===== src/verilog/status_cmd_defs.svh =====
// constants for the system and status command block
`ifndef STATUS_CMD_DEFS_SVH
`define STATUS_CMD_DEFS_SVH

// ----------------------------------------------------------------
// event register and enable mask layout
// ----------------------------------------------------------------
`define MASK_RESET 8'h80
`define ESR_RESET 8'h80
`define ESR_USED_MASK 8'hBC
`define BIT_POWER_ON 7
`define BIT_COMMAND 5
`define BIT_EXECUTION 4
`define BIT_DEVICE 3
`define BIT_QUERY 2
`define STB_SUMMARY_BIT 5

// ----------------------------------------------------------------
// error queue
// ----------------------------------------------------------------
`define ERRQ_DEPTH 16
`define ERRQ_AW 4
`define ERRQ_CW 5
`define ERRQ_FULL 5'h10
`define ERR_CODE_NONE 16'h0000
`define ERR_CODE_TOO_MANY 16'hFEA2
`define ERR_MSG_NONE 8'h00
`define ERR_MSG_TOO_MANY 8'h01

// ----------------------------------------------------------------
// command fields and settings
// ----------------------------------------------------------------
`define LEAD_STAR 8'h2A
`define SLOT_MAX 4'h8
`define SLOT_FACTORY 4'h8
`define DISP_FREQ 1'b0
`define DISP_CURRENT 1'b1
`define VOLT_CEILING 16'h0110

`endif


===== src/verilog/status_cmd_pkg.sv =====
// types shared by the system and status command block
`include "status_cmd_defs.svh"

package status_cmd_pkg;

	typedef enum logic [3:0] {
		OP_CLS,
		OP_MASK,
		OP_ESR,
		OP_STB,
		OP_ERR,
		OP_KLOCK,
		OP_LOCAL,
		OP_REMOTE,
		OP_SLOT,
		OP_DISP,
		OP_VOLT_CEIL,
		OP_OTHER
	} cmd_op_t;

	typedef struct packed {
		logic [7:0] lead;
		logic query;
		cmd_op_t op;
		logic [15:0] arg;
	} cmd_t;

	typedef struct packed {
		logic [15:0] code;
		logic [7:0] msg;
	} err_entry_t;

	typedef struct packed {
		logic command_fault;
		logic execution_fault;
		logic device_specific_fault;
		logic query_fault;
	} fault_t;

endpackage


===== src/verilog/status_cmd.sv =====
// system and status command interpreter: error queue, remote/local, event status
//
// Behaviour
// [RQ1] ceiling query answers max high-range voltage; set refused
// [RQ2] display selector: 0 frequency, 1 current; queryable
// [RQ3] errors appended to fifo with number and message
// [RQ4] error read returns oldest entry and removes it
// [RQ5] empty queue read returns 0, no error
// [RQ6] overflow makes last entry too-many-errors code
// [RQ7] lock setting 1 powers up remote, 0 local
// [RQ8] locked out: only bus command leaves remote
// [RQ9] writing lock setting leaves present state alone
// [RQ10] serial local/remote commands set panel state
// [RQ11] on bus interface REN decides remote/local
// [RQ12] slot 0..8; 8 or invalid uses factory defaults
// [RQ13] clear status clears events, status byte, queue
// [RQ14] enabled events ORed into event summary bit
// [RQ15] enable mask 0..255, 128 at power-on, queryable
// [RQ16] mask and events share one bit layout
// [RQ17] common commands start with asterisk
// [RQ18] event register read returns and clears it
// [RQ19] eight stored states, slots the selector names
// [RQ20] queue depth sixteen, marker in last slot
`timescale 1ns/100ps
`include "status_cmd_defs.svh"

module status_cmd (
	input wire logic mclk, // system clock, 100 MHz
	input wire logic rst, // power-up reset, async, active high
	input wire logic cmd_valid, // decoded command present
	input status_cmd_pkg::cmd_t cmd, // decoded command
	input wire logic err_valid, // programming error occurred
	input status_cmd_pkg::err_entry_t err_in, // error number and message id
	input status_cmd_pkg::fault_t fault_in, // event pulses from elsewhere
	input wire logic bus_if_sel, // 1 IEEE 488 link, 0 serial link
	input wire logic ren, // remote enable line of the 488 link
	input wire logic panel_local_req, // front panel local key
	input wire logic nv_klock, // stored power-up lock setting
	input wire logic [3:0] nv_slot, // stored power-up slot
	input wire logic slot_data_valid, // selected slot holds valid data
	output logic rsp_valid, // answer pulse
	output status_cmd_pkg::err_entry_t rsp, // answer value and message id
	output logic remote, // remote state, panel disabled
	output logic lockout, // keyboard lockout in effect
	output logic disp_mode, // 0 frequency, 1 current shown
	output logic [7:0] status_byte, // status byte, summary bit only
	output logic nv_klock_wr, // store new lock setting pulse
	output logic nv_klock_data, // lock setting to store
	output logic [3:0] slot_sel, // power-up slot selector
	output logic init_factory // initialise from factory defaults
);
	import status_cmd_pkg::*;

	// ----------------------------------------------------------------
	// state
	// ----------------------------------------------------------------
	logic boot_reg;
	logic klock_reg;
	logic [3:0] slot_reg;
	logic disp_reg;
	logic [7:0] event_enable_mask_reg;
	logic [7:0] esr_reg;
	logic [7:0] stb_reg;
	logic remote_reg;
	logic lockout_reg;
	logic rsp_valid_reg;
	err_entry_t rsp_reg;
	logic nv_wr_reg;
	logic init_factory_reg;
	err_entry_t err_mem [`ERRQ_DEPTH];
	logic [`ERRQ_AW-1:0] wr_ptr_reg;
	logic [`ERRQ_AW-1:0] rd_ptr_reg;
	logic [`ERRQ_CW-1:0] cnt_reg;

	// ----------------------------------------------------------------
	// command decode
	// ----------------------------------------------------------------
	logic is_common;
	logic fmt_ok;
	logic go;
	logic do_cls, do_mask_wr, do_esr_rd, do_err_rd, do_kl_wr, do_loc, do_rem;
	logic do_slot_wr, do_disp_wr;
	logic bad_cmd, bad_exec, bad_query;
	logic rsp_valid_next;
	err_entry_t rsp_next;
	err_entry_t head;
	logic pop, push, room;
	logic [7:0] esr_set;

	assign head = (cnt_reg != '0) ? err_mem[rd_ptr_reg] : {`ERR_CODE_NONE, `ERR_MSG_NONE}; // RQ5
	assign is_common = (cmd.op == OP_CLS) || (cmd.op == OP_MASK) ||
		(cmd.op == OP_ESR) || (cmd.op == OP_STB);
	assign fmt_ok = is_common == (cmd.lead == `LEAD_STAR); // RQ17

	always_comb begin
		go = cmd_valid && fmt_ok;
		do_cls = 1'b0;
		do_mask_wr = 1'b0;
		do_esr_rd = 1'b0;
		do_err_rd = 1'b0;
		do_kl_wr = 1'b0;
		do_loc = 1'b0;
		do_rem = 1'b0;
		do_slot_wr = 1'b0;
		do_disp_wr = 1'b0;
		bad_cmd = cmd_valid && !fmt_ok;
		bad_exec = 1'b0;
		bad_query = 1'b0;
		rsp_valid_next = 1'b0;
		rsp_next = {`ERR_CODE_NONE, `ERR_MSG_NONE};
		if (go) begin
			case (cmd.op)
				OP_CLS: begin
					bad_query = cmd.query;
					do_cls = !cmd.query; // RQ13
				end
				OP_MASK: begin
					if (cmd.query) begin
						rsp_valid_next = 1'b1; // RQ15
						rsp_next.code = {8'h00, event_enable_mask_reg};
					end else if (cmd.arg[15:8] != 8'h00) begin
						bad_exec = 1'b1;
					end else begin
						do_mask_wr = 1'b1; // RQ15
					end
				end
				OP_ESR: begin
					bad_cmd = !cmd.query;
					do_esr_rd = cmd.query; // RQ18
					rsp_valid_next = cmd.query;
					rsp_next.code = {8'h00, esr_reg};
				end
				OP_STB: begin
					bad_cmd = !cmd.query;
					rsp_valid_next = cmd.query;
					rsp_next.code = {8'h00, stb_reg};
				end
				OP_ERR: begin
					bad_cmd = !cmd.query;
					do_err_rd = cmd.query; // RQ4
					rsp_valid_next = cmd.query;
					rsp_next = head;
				end
				OP_KLOCK: begin
					if (cmd.query) begin
						rsp_valid_next = 1'b1;
						rsp_next.code = {15'h0000, klock_reg};
					end else if (cmd.arg > 16'h0001) begin
						bad_exec = 1'b1;
					end else begin
						do_kl_wr = 1'b1;
					end
				end
				OP_LOCAL: begin
					bad_query = cmd.query;
					do_loc = !cmd.query;
				end
				OP_REMOTE: begin
					bad_query = cmd.query;
					do_rem = !cmd.query;
				end
				OP_SLOT: begin
					if (cmd.query) begin
						rsp_valid_next = 1'b1;
						rsp_next.code = {12'h000, slot_reg};
					end else if (cmd.arg > {12'h000, `SLOT_MAX}) begin
						bad_exec = 1'b1; // RQ12
					end else begin
						do_slot_wr = 1'b1;
					end
				end
				OP_DISP: begin
					if (cmd.query) begin
						rsp_valid_next = 1'b1; // RQ2
						rsp_next.code = {15'h0000, disp_reg};
					end else if (cmd.arg > 16'h0001) begin
						bad_exec = 1'b1;
					end else begin
						do_disp_wr = 1'b1;
					end
				end
				OP_VOLT_CEIL: begin
					// ceiling is factory set; a write is refused, not applied
					bad_exec = !cmd.query; // RQ1
					rsp_valid_next = cmd.query;
					rsp_next.code = `VOLT_CEILING; // RQ1
				end
				default: begin
					bad_cmd = 1'b1;
				end
			endcase
		end
	end

	// ----------------------------------------------------------------
	// error queue
	// ----------------------------------------------------------------
	assign pop = do_err_rd && (cnt_reg != '0);
	assign push = err_valid;
	assign room = (cnt_reg != `ERRQ_FULL) || pop;

	always_ff @(posedge mclk or posedge rst) begin
		if (rst) begin
			wr_ptr_reg <= '0;
			rd_ptr_reg <= '0;
			cnt_reg <= '0;
		end else if (do_cls) begin
			// an error arriving with the clear survives it
			rd_ptr_reg <= '0; // RQ13
			wr_ptr_reg <= {{(`ERRQ_AW-1){1'b0}}, push};
			cnt_reg <= {{(`ERRQ_CW-1){1'b0}}, push};
		end else begin
			if (push && room) begin
				wr_ptr_reg <= wr_ptr_reg + 1'b1; // RQ3
			end
			if (pop) begin
				rd_ptr_reg <= rd_ptr_reg + 1'b1; // RQ4
			end
			if ((push && room) && !pop) begin
				cnt_reg <= cnt_reg + 1'b1;
			end else if (pop && !(push && room)) begin
				cnt_reg <= cnt_reg - 1'b1;
			end
		end
	end

	always_ff @(posedge mclk) begin
		if (push && do_cls) begin
			err_mem[0] <= err_in;
		end else if (push && room) begin
			err_mem[wr_ptr_reg] <= err_in; // RQ3
		end else if (push) begin
			// full: newest slot turns into the overflow marker
			err_mem[wr_ptr_reg - 1'b1] <= {`ERR_CODE_TOO_MANY, `ERR_MSG_TOO_MANY}; // RQ6 RQ20
		end
	end

	// ----------------------------------------------------------------
	// event register, enable mask, status byte
	// ----------------------------------------------------------------
	always_comb begin
		esr_set = 8'h00;
		esr_set[`BIT_COMMAND] = bad_cmd || fault_in.command_fault; // RQ16
		esr_set[`BIT_EXECUTION] = bad_exec || fault_in.execution_fault;
		esr_set[`BIT_DEVICE] = fault_in.device_specific_fault;
		esr_set[`BIT_QUERY] = bad_query || fault_in.query_fault;
	end

	always_ff @(posedge mclk or posedge rst) begin
		if (rst) begin
			esr_reg <= `ESR_RESET;
		end else if (do_cls || do_esr_rd) begin
			esr_reg <= esr_set & `ESR_USED_MASK; // RQ18 RQ13
		end else begin
			esr_reg <= esr_reg | (esr_set & `ESR_USED_MASK);
		end
	end

	always_ff @(posedge mclk or posedge rst) begin
		if (rst) begin
			event_enable_mask_reg <= `MASK_RESET; // RQ15
		end else if (do_mask_wr) begin
			event_enable_mask_reg <= cmd.arg[7:0]; // RQ15
		end
	end

	always_ff @(posedge mclk or posedge rst) begin
		if (rst) begin
			stb_reg <= 8'h00;
		end else if (do_cls) begin
			stb_reg <= 8'h00; // RQ13
		end else begin
			stb_reg <= 8'h00;
			stb_reg[`STB_SUMMARY_BIT] <= |(esr_reg & event_enable_mask_reg); // RQ14
		end
	end

	// ----------------------------------------------------------------
	// power-up settings, remote/local state
	// ----------------------------------------------------------------
	always_ff @(posedge mclk or posedge rst) begin
		if (rst) begin
			boot_reg <= 1'b0;
			klock_reg <= 1'b0;
			slot_reg <= `SLOT_FACTORY;
			nv_wr_reg <= 1'b0;
		end else begin
			boot_reg <= 1'b1;
			nv_wr_reg <= do_kl_wr;
			if (!boot_reg) begin
				klock_reg <= nv_klock;
				slot_reg <= nv_slot; // RQ19
			end else begin
				if (do_kl_wr) begin
					klock_reg <= cmd.arg[0]; // RQ9
				end
				if (do_slot_wr) begin
					slot_reg <= cmd.arg[3:0];
				end
			end
		end
	end

	always_ff @(posedge mclk or posedge rst) begin
		if (rst) begin
			init_factory_reg <= 1'b1;
		end else begin
			init_factory_reg <= (slot_reg == `SLOT_FACTORY) || !slot_data_valid; // RQ12
		end
	end

	// the stored lock setting is read only at boot, never on a write
	always_ff @(posedge mclk or posedge rst) begin
		if (rst) begin
			remote_reg <= 1'b0;
			lockout_reg <= 1'b0;
		end else if (!boot_reg) begin
			remote_reg <= nv_klock; // RQ7
			lockout_reg <= nv_klock; // RQ7
		end else if (bus_if_sel) begin
			remote_reg <= ren; // RQ11
			if (!ren) begin
				lockout_reg <= 1'b0; // RQ8
			end
		end else if (do_loc) begin
			remote_reg <= 1'b0; // RQ10 RQ8
			lockout_reg <= 1'b0;
		end else if (do_rem) begin
			remote_reg <= 1'b1; // RQ10
		end else if (panel_local_req && !lockout_reg) begin
			remote_reg <= 1'b0; // RQ8
		end
	end

	always_ff @(posedge mclk or posedge rst) begin
		if (rst) begin
			disp_reg <= `DISP_FREQ;
		end else if (do_disp_wr) begin
			disp_reg <= cmd.arg[0]; // RQ2
		end
	end

	always_ff @(posedge mclk or posedge rst) begin
		if (rst) begin
			rsp_valid_reg <= 1'b0;
			rsp_reg <= {`ERR_CODE_NONE, `ERR_MSG_NONE};
		end else begin
			rsp_valid_reg <= rsp_valid_next;
			if (rsp_valid_next) begin
				rsp_reg <= rsp_next;
			end
		end
	end

	assign rsp_valid = rsp_valid_reg;
	assign rsp = rsp_reg;
	assign remote = remote_reg;
	assign lockout = lockout_reg;
	assign disp_mode = disp_reg;
	assign status_byte = stb_reg;
	assign nv_klock_wr = nv_wr_reg;
	assign nv_klock_data = klock_reg;
	assign slot_sel = slot_reg;
	assign init_factory = init_factory_reg;
endmodule // status_cmd


===== config.mk =====
export PLATFORM = sky130hd
export DESIGN_NAME = status_cmd
export DESIGN_NICKNAME = d
export VERILOG_FILES = /design/src/verilog/status_cmd_pkg.sv /design/src/verilog/status_cmd.sv
export VERILOG_INCLUDE_DIRS = /design/src /design/src/verilog
export SDC_FILE = /design/constraint.sdc
export NUM_CORES = 1
export LEC_CHECK = 0
export BUFFER_PORTS_ARGS = -buffer_cell sky130_fd_sc_hd__buf_2
export CORE_MARGIN = 5
export CORE_UTILIZATION = 55
export CTS_CLUSTER_SIZE = 20
export DETAILED_ROUTE_END_ITERATION = 8
export GPL_ROUTABILITY_DRIVEN = 0
export PLACE_DENSITY = 0.76
export SLEW_MARGIN = 10
export SYNTH_ARGS = -nofsm -noshare
export SYNTH_HDL_FRONTEND = slang
export SYNTH_SLANG_ARGS = --single-unit

===== constraint.sdc =====
create_clock -name mclk -period 2.95 [get_ports mclk]
set_input_delay 0.1475 -clock mclk [delete_from_list [all_inputs] [get_ports mclk]]
set_output_delay 0.1475 -clock mclk [all_outputs]
set_load 0.02 [all_outputs]

==> results.tsv <==
stage	metric	value	unit
outcome	status	finished with violations	
outcome	violations	setup timing	
drt	wl_met1	17510	µm
grt	grt_remaining_overflow	0	
drt	drtPass1Iterations	6	
timing	fin_skew	0.01128	ns
clocking	htree_levels	2	
timing	finalSetupViolations	53	
logic_synthesis	synth_cell_types	69	
logic_synthesis	synth-edff-count	384	
worst_setup_path	critPathMaxFanout	17	
logic_synthesis	ys_warn_count	0	
timing	timing.fmax	333.6	MHz
grt	grt_use_total	0.2366	
timing	min_period	2.998	ns
timing	hold_viol	0	
floorplanning	initial_utilization	0.5538	
clocking	clock_path_buffers	3	
worst_setup_path	crit_type	flop to flop	
drt	highest-signal-layer	met4	
grt	grt_pass1_vias	11080	
power	peakVddDrop	0.0004804	V
power	p_per_area	754.5	mW/mm²
final_layout	drive_above_1_share	0.3025	
timing	period_share	1.016	
logic_synthesis	synth-seq-cells	447	
timing	setup_ws	-0.04766	ns
worst_setup_path	critPathRequiredTime	3.25	ns
drt	met2_length	22530	µm
logic_synthesis	ys.flop_type	edfxtp_1	
final_layout	final_common_cell	edfxtp_1	
drt	routed_wl	44280	µm
drt	drtIter0Drc	1065	
drt	via_per_inst	6.136	
power	finalPower	16.62	mW
worst_setup_path	worstSetupEndpointType	flop	
timing	maxSlewViolCount	0	
final_layout	layoutNonFillerInstCount	1747	
clocking	cts_buffers	44	
run	maxCapViolCount	0	
place	dp_cells	1637	
worst_setup_path	critPathLaunchType	flop	
final_layout	largest_register_ff_count	384	
logic_synthesis	syn_inst	1056	
timing	relSlewSlack	0.1337	
drt	drcViolationCount	0	
min_path	hold_path.class	input pin to flop	
clocking	cts_tree	done	
logic_synthesis	synthArstFlopShare	0.1409	
grt	grt_max_degree	45	
floorplanning	coreArea	0.03336	mm²
clocking	cts-root-buf	clkbuf_16	
logic_synthesis	yosysSeqAreaShare	0.7096	
clocking	clk_latency	0.55	ns
worst_setup_path	cp.arrival	3.29	ns
floorplanning	fp-row-count	67	
floorplanning	die_x	193.3	µm
grt	antenna_found_initial	0	
floorplanning	ios	113	
floorplanning	die_h	193.3	µm
place	portBuffers	105	
final_layout	layout-area-overhead-vs-synth	19.22	%
final_layout	final_cell_mix	edfxtp_1, buf_2, mux4_2	
place	place.detailed.hpwl	26580	µm
final_layout	antenna_cells	0	
drt	final_antenna_net_count	0	
grt	grt_pass1_wl	68170	µm
logic_synthesis	synth_area	0.01848	mm²
clocking	clock_sinks	447	
logic_synthesis	avgSynthCellArea	17.50	µm²
drt	dr_wl_met3	3584	µm
timing	grt_setup_unrepaired	true	
clocking	cts.clk_slew.worst_paths	0.06	ns
drt	post_drt_wl_per_cell	25.35	µm
drt	dr_total_vias	10720	
power	leakage	7.513	nW
timing	tightest_slew	1.279	ns
timing	setup-tns-final	-1.706	ns
final_layout	nets	1342	
floorplanning	die_area	0.03736	mm²
==> per-stage QoR <==
step	setup slack [ns]	hold slack, ns	cell area [µm²]	utilization
2_1_floorplan	-0.3233	0.2026	18530	-
3_3_place_gp	-0.05138	0.2850	20330	0.6094
3_5_place_dp	-0.05963	0.2837	20330	0.6094
4_1_cts	0.02137	0.01218	22020	0.6599
5_1_grt	-0.1719	0.08749	22030	0.6603
6_report	-0.04766	0.04502	22030	0.6603
==> synth_stat cells, types with 19 or more instances <==
cell type,n,area share
o21ai_0,24,0.0065
edfxtp_1,384,0.62
nand2_1,28,0.0057
a211oi_1,21,0.0085
nor2b_1,40,0.014
nor2_1,44,0.0089
mux2i_1,47,0.025
mux4_2,90,0.11
nand3_1,19,0.0051
clkbuf_1,37,0.0075
dfrtp_1,59,0.080
a21oi_1,39,0.011
==> cell type report <==
type	instances	area, µm²
flip-flops and latches	447	13130
inverters	13	48.80
repair buffers	225	1812
well taps	448	560.5
multi-input cells	533	5089
fillers	2228	11330
clock inverters	17	209.0
clock buffers	64	1186
==> worst paths after layout <==
kind | startpoint | endpoint | slack [ns] | cells after the start
worst max register to register | cnt_reg[3]$_DFFE_PP0P_ | err_mem[7][6]$_DFFE_PP_ | -0.05 | 7
worst min register to register | rsp[11]$_DFFE_PP0P_ | rsp[11]$_DFFE_PP0P_ | 0.50 | 1
max in group asynchronous | rst | event_enable_mask_reg[7]$_DFFE_PP1P_ | 1.85 | 4
worst min-delay path | cmd[13] | nv_klock_wr$_DFF_PP0_ | 0.05 | 4
worst max-delay path | cnt_reg[3]$_DFFE_PP0P_ | err_mem[7][6]$_DFFE_PP_ | -0.05 | 7
min in group asynchronous | rst | rsp[20]$_DFFE_PP0P_ | 0.25 | 3
==> repair_timing <==
action / in CTS / in global routing
buffers inserted: 0 / 0
setup endpoints to repair: 0 / 102
hold buffers: 29 / 0
endpoints found under the hold margin: 47 / 0
resized for setup: 0 / 3
==> layer usage <==
| layer | up-vias | GRT usage |
|---|---|---|
| met4 | 0 | 0.04957 |
| li1 | 4655 | - |
| met5 | - | 0 |
| met1 | 5467 | 0.3316 |
| met2 | 543 | 0.4018 |
| met3 | 54 | 0.03775 |
==> power by group <==
part	internal, mW	leakage (nW)	total [mW]	switching (mW)
Clock	3.09	0.667	5.43	2.33
Sequential	7.46	4.24	7.83	0.369
Combinational	1.60	2.60	3.37	1.77
Total	12.2	7.51	16.6	4.47
==> critical path, cell delays in order (launching register included) <==
cell and delay [ns]:
dfrtp_1 0.43, nor4_1 0.31, buf_4 0.18, and2_1 0.32, a211oi_1 0.14, o21ai_0 0.75
nor2_2 0.34, buf_12 0.27
==> cell families (layout without fill, tap and decap cells) <==
logic type	count (synthesis)	count (layout)	share of synthesized area
other	2	8	0.0004064
adder cells (fa/ha/maj)	8	8	0.005823
multiplexers	148	148	0.1419
XOR/XNOR	8	8	0.003792
buffers and inverters	82	319	0.02004
flip-flops	447	447	0.7096
AND/OR/NAND/NOR	202	202	0.05939
AO/OA/AOI/OAI	159	159	0.05905
(Power assumes the default switching activity.)
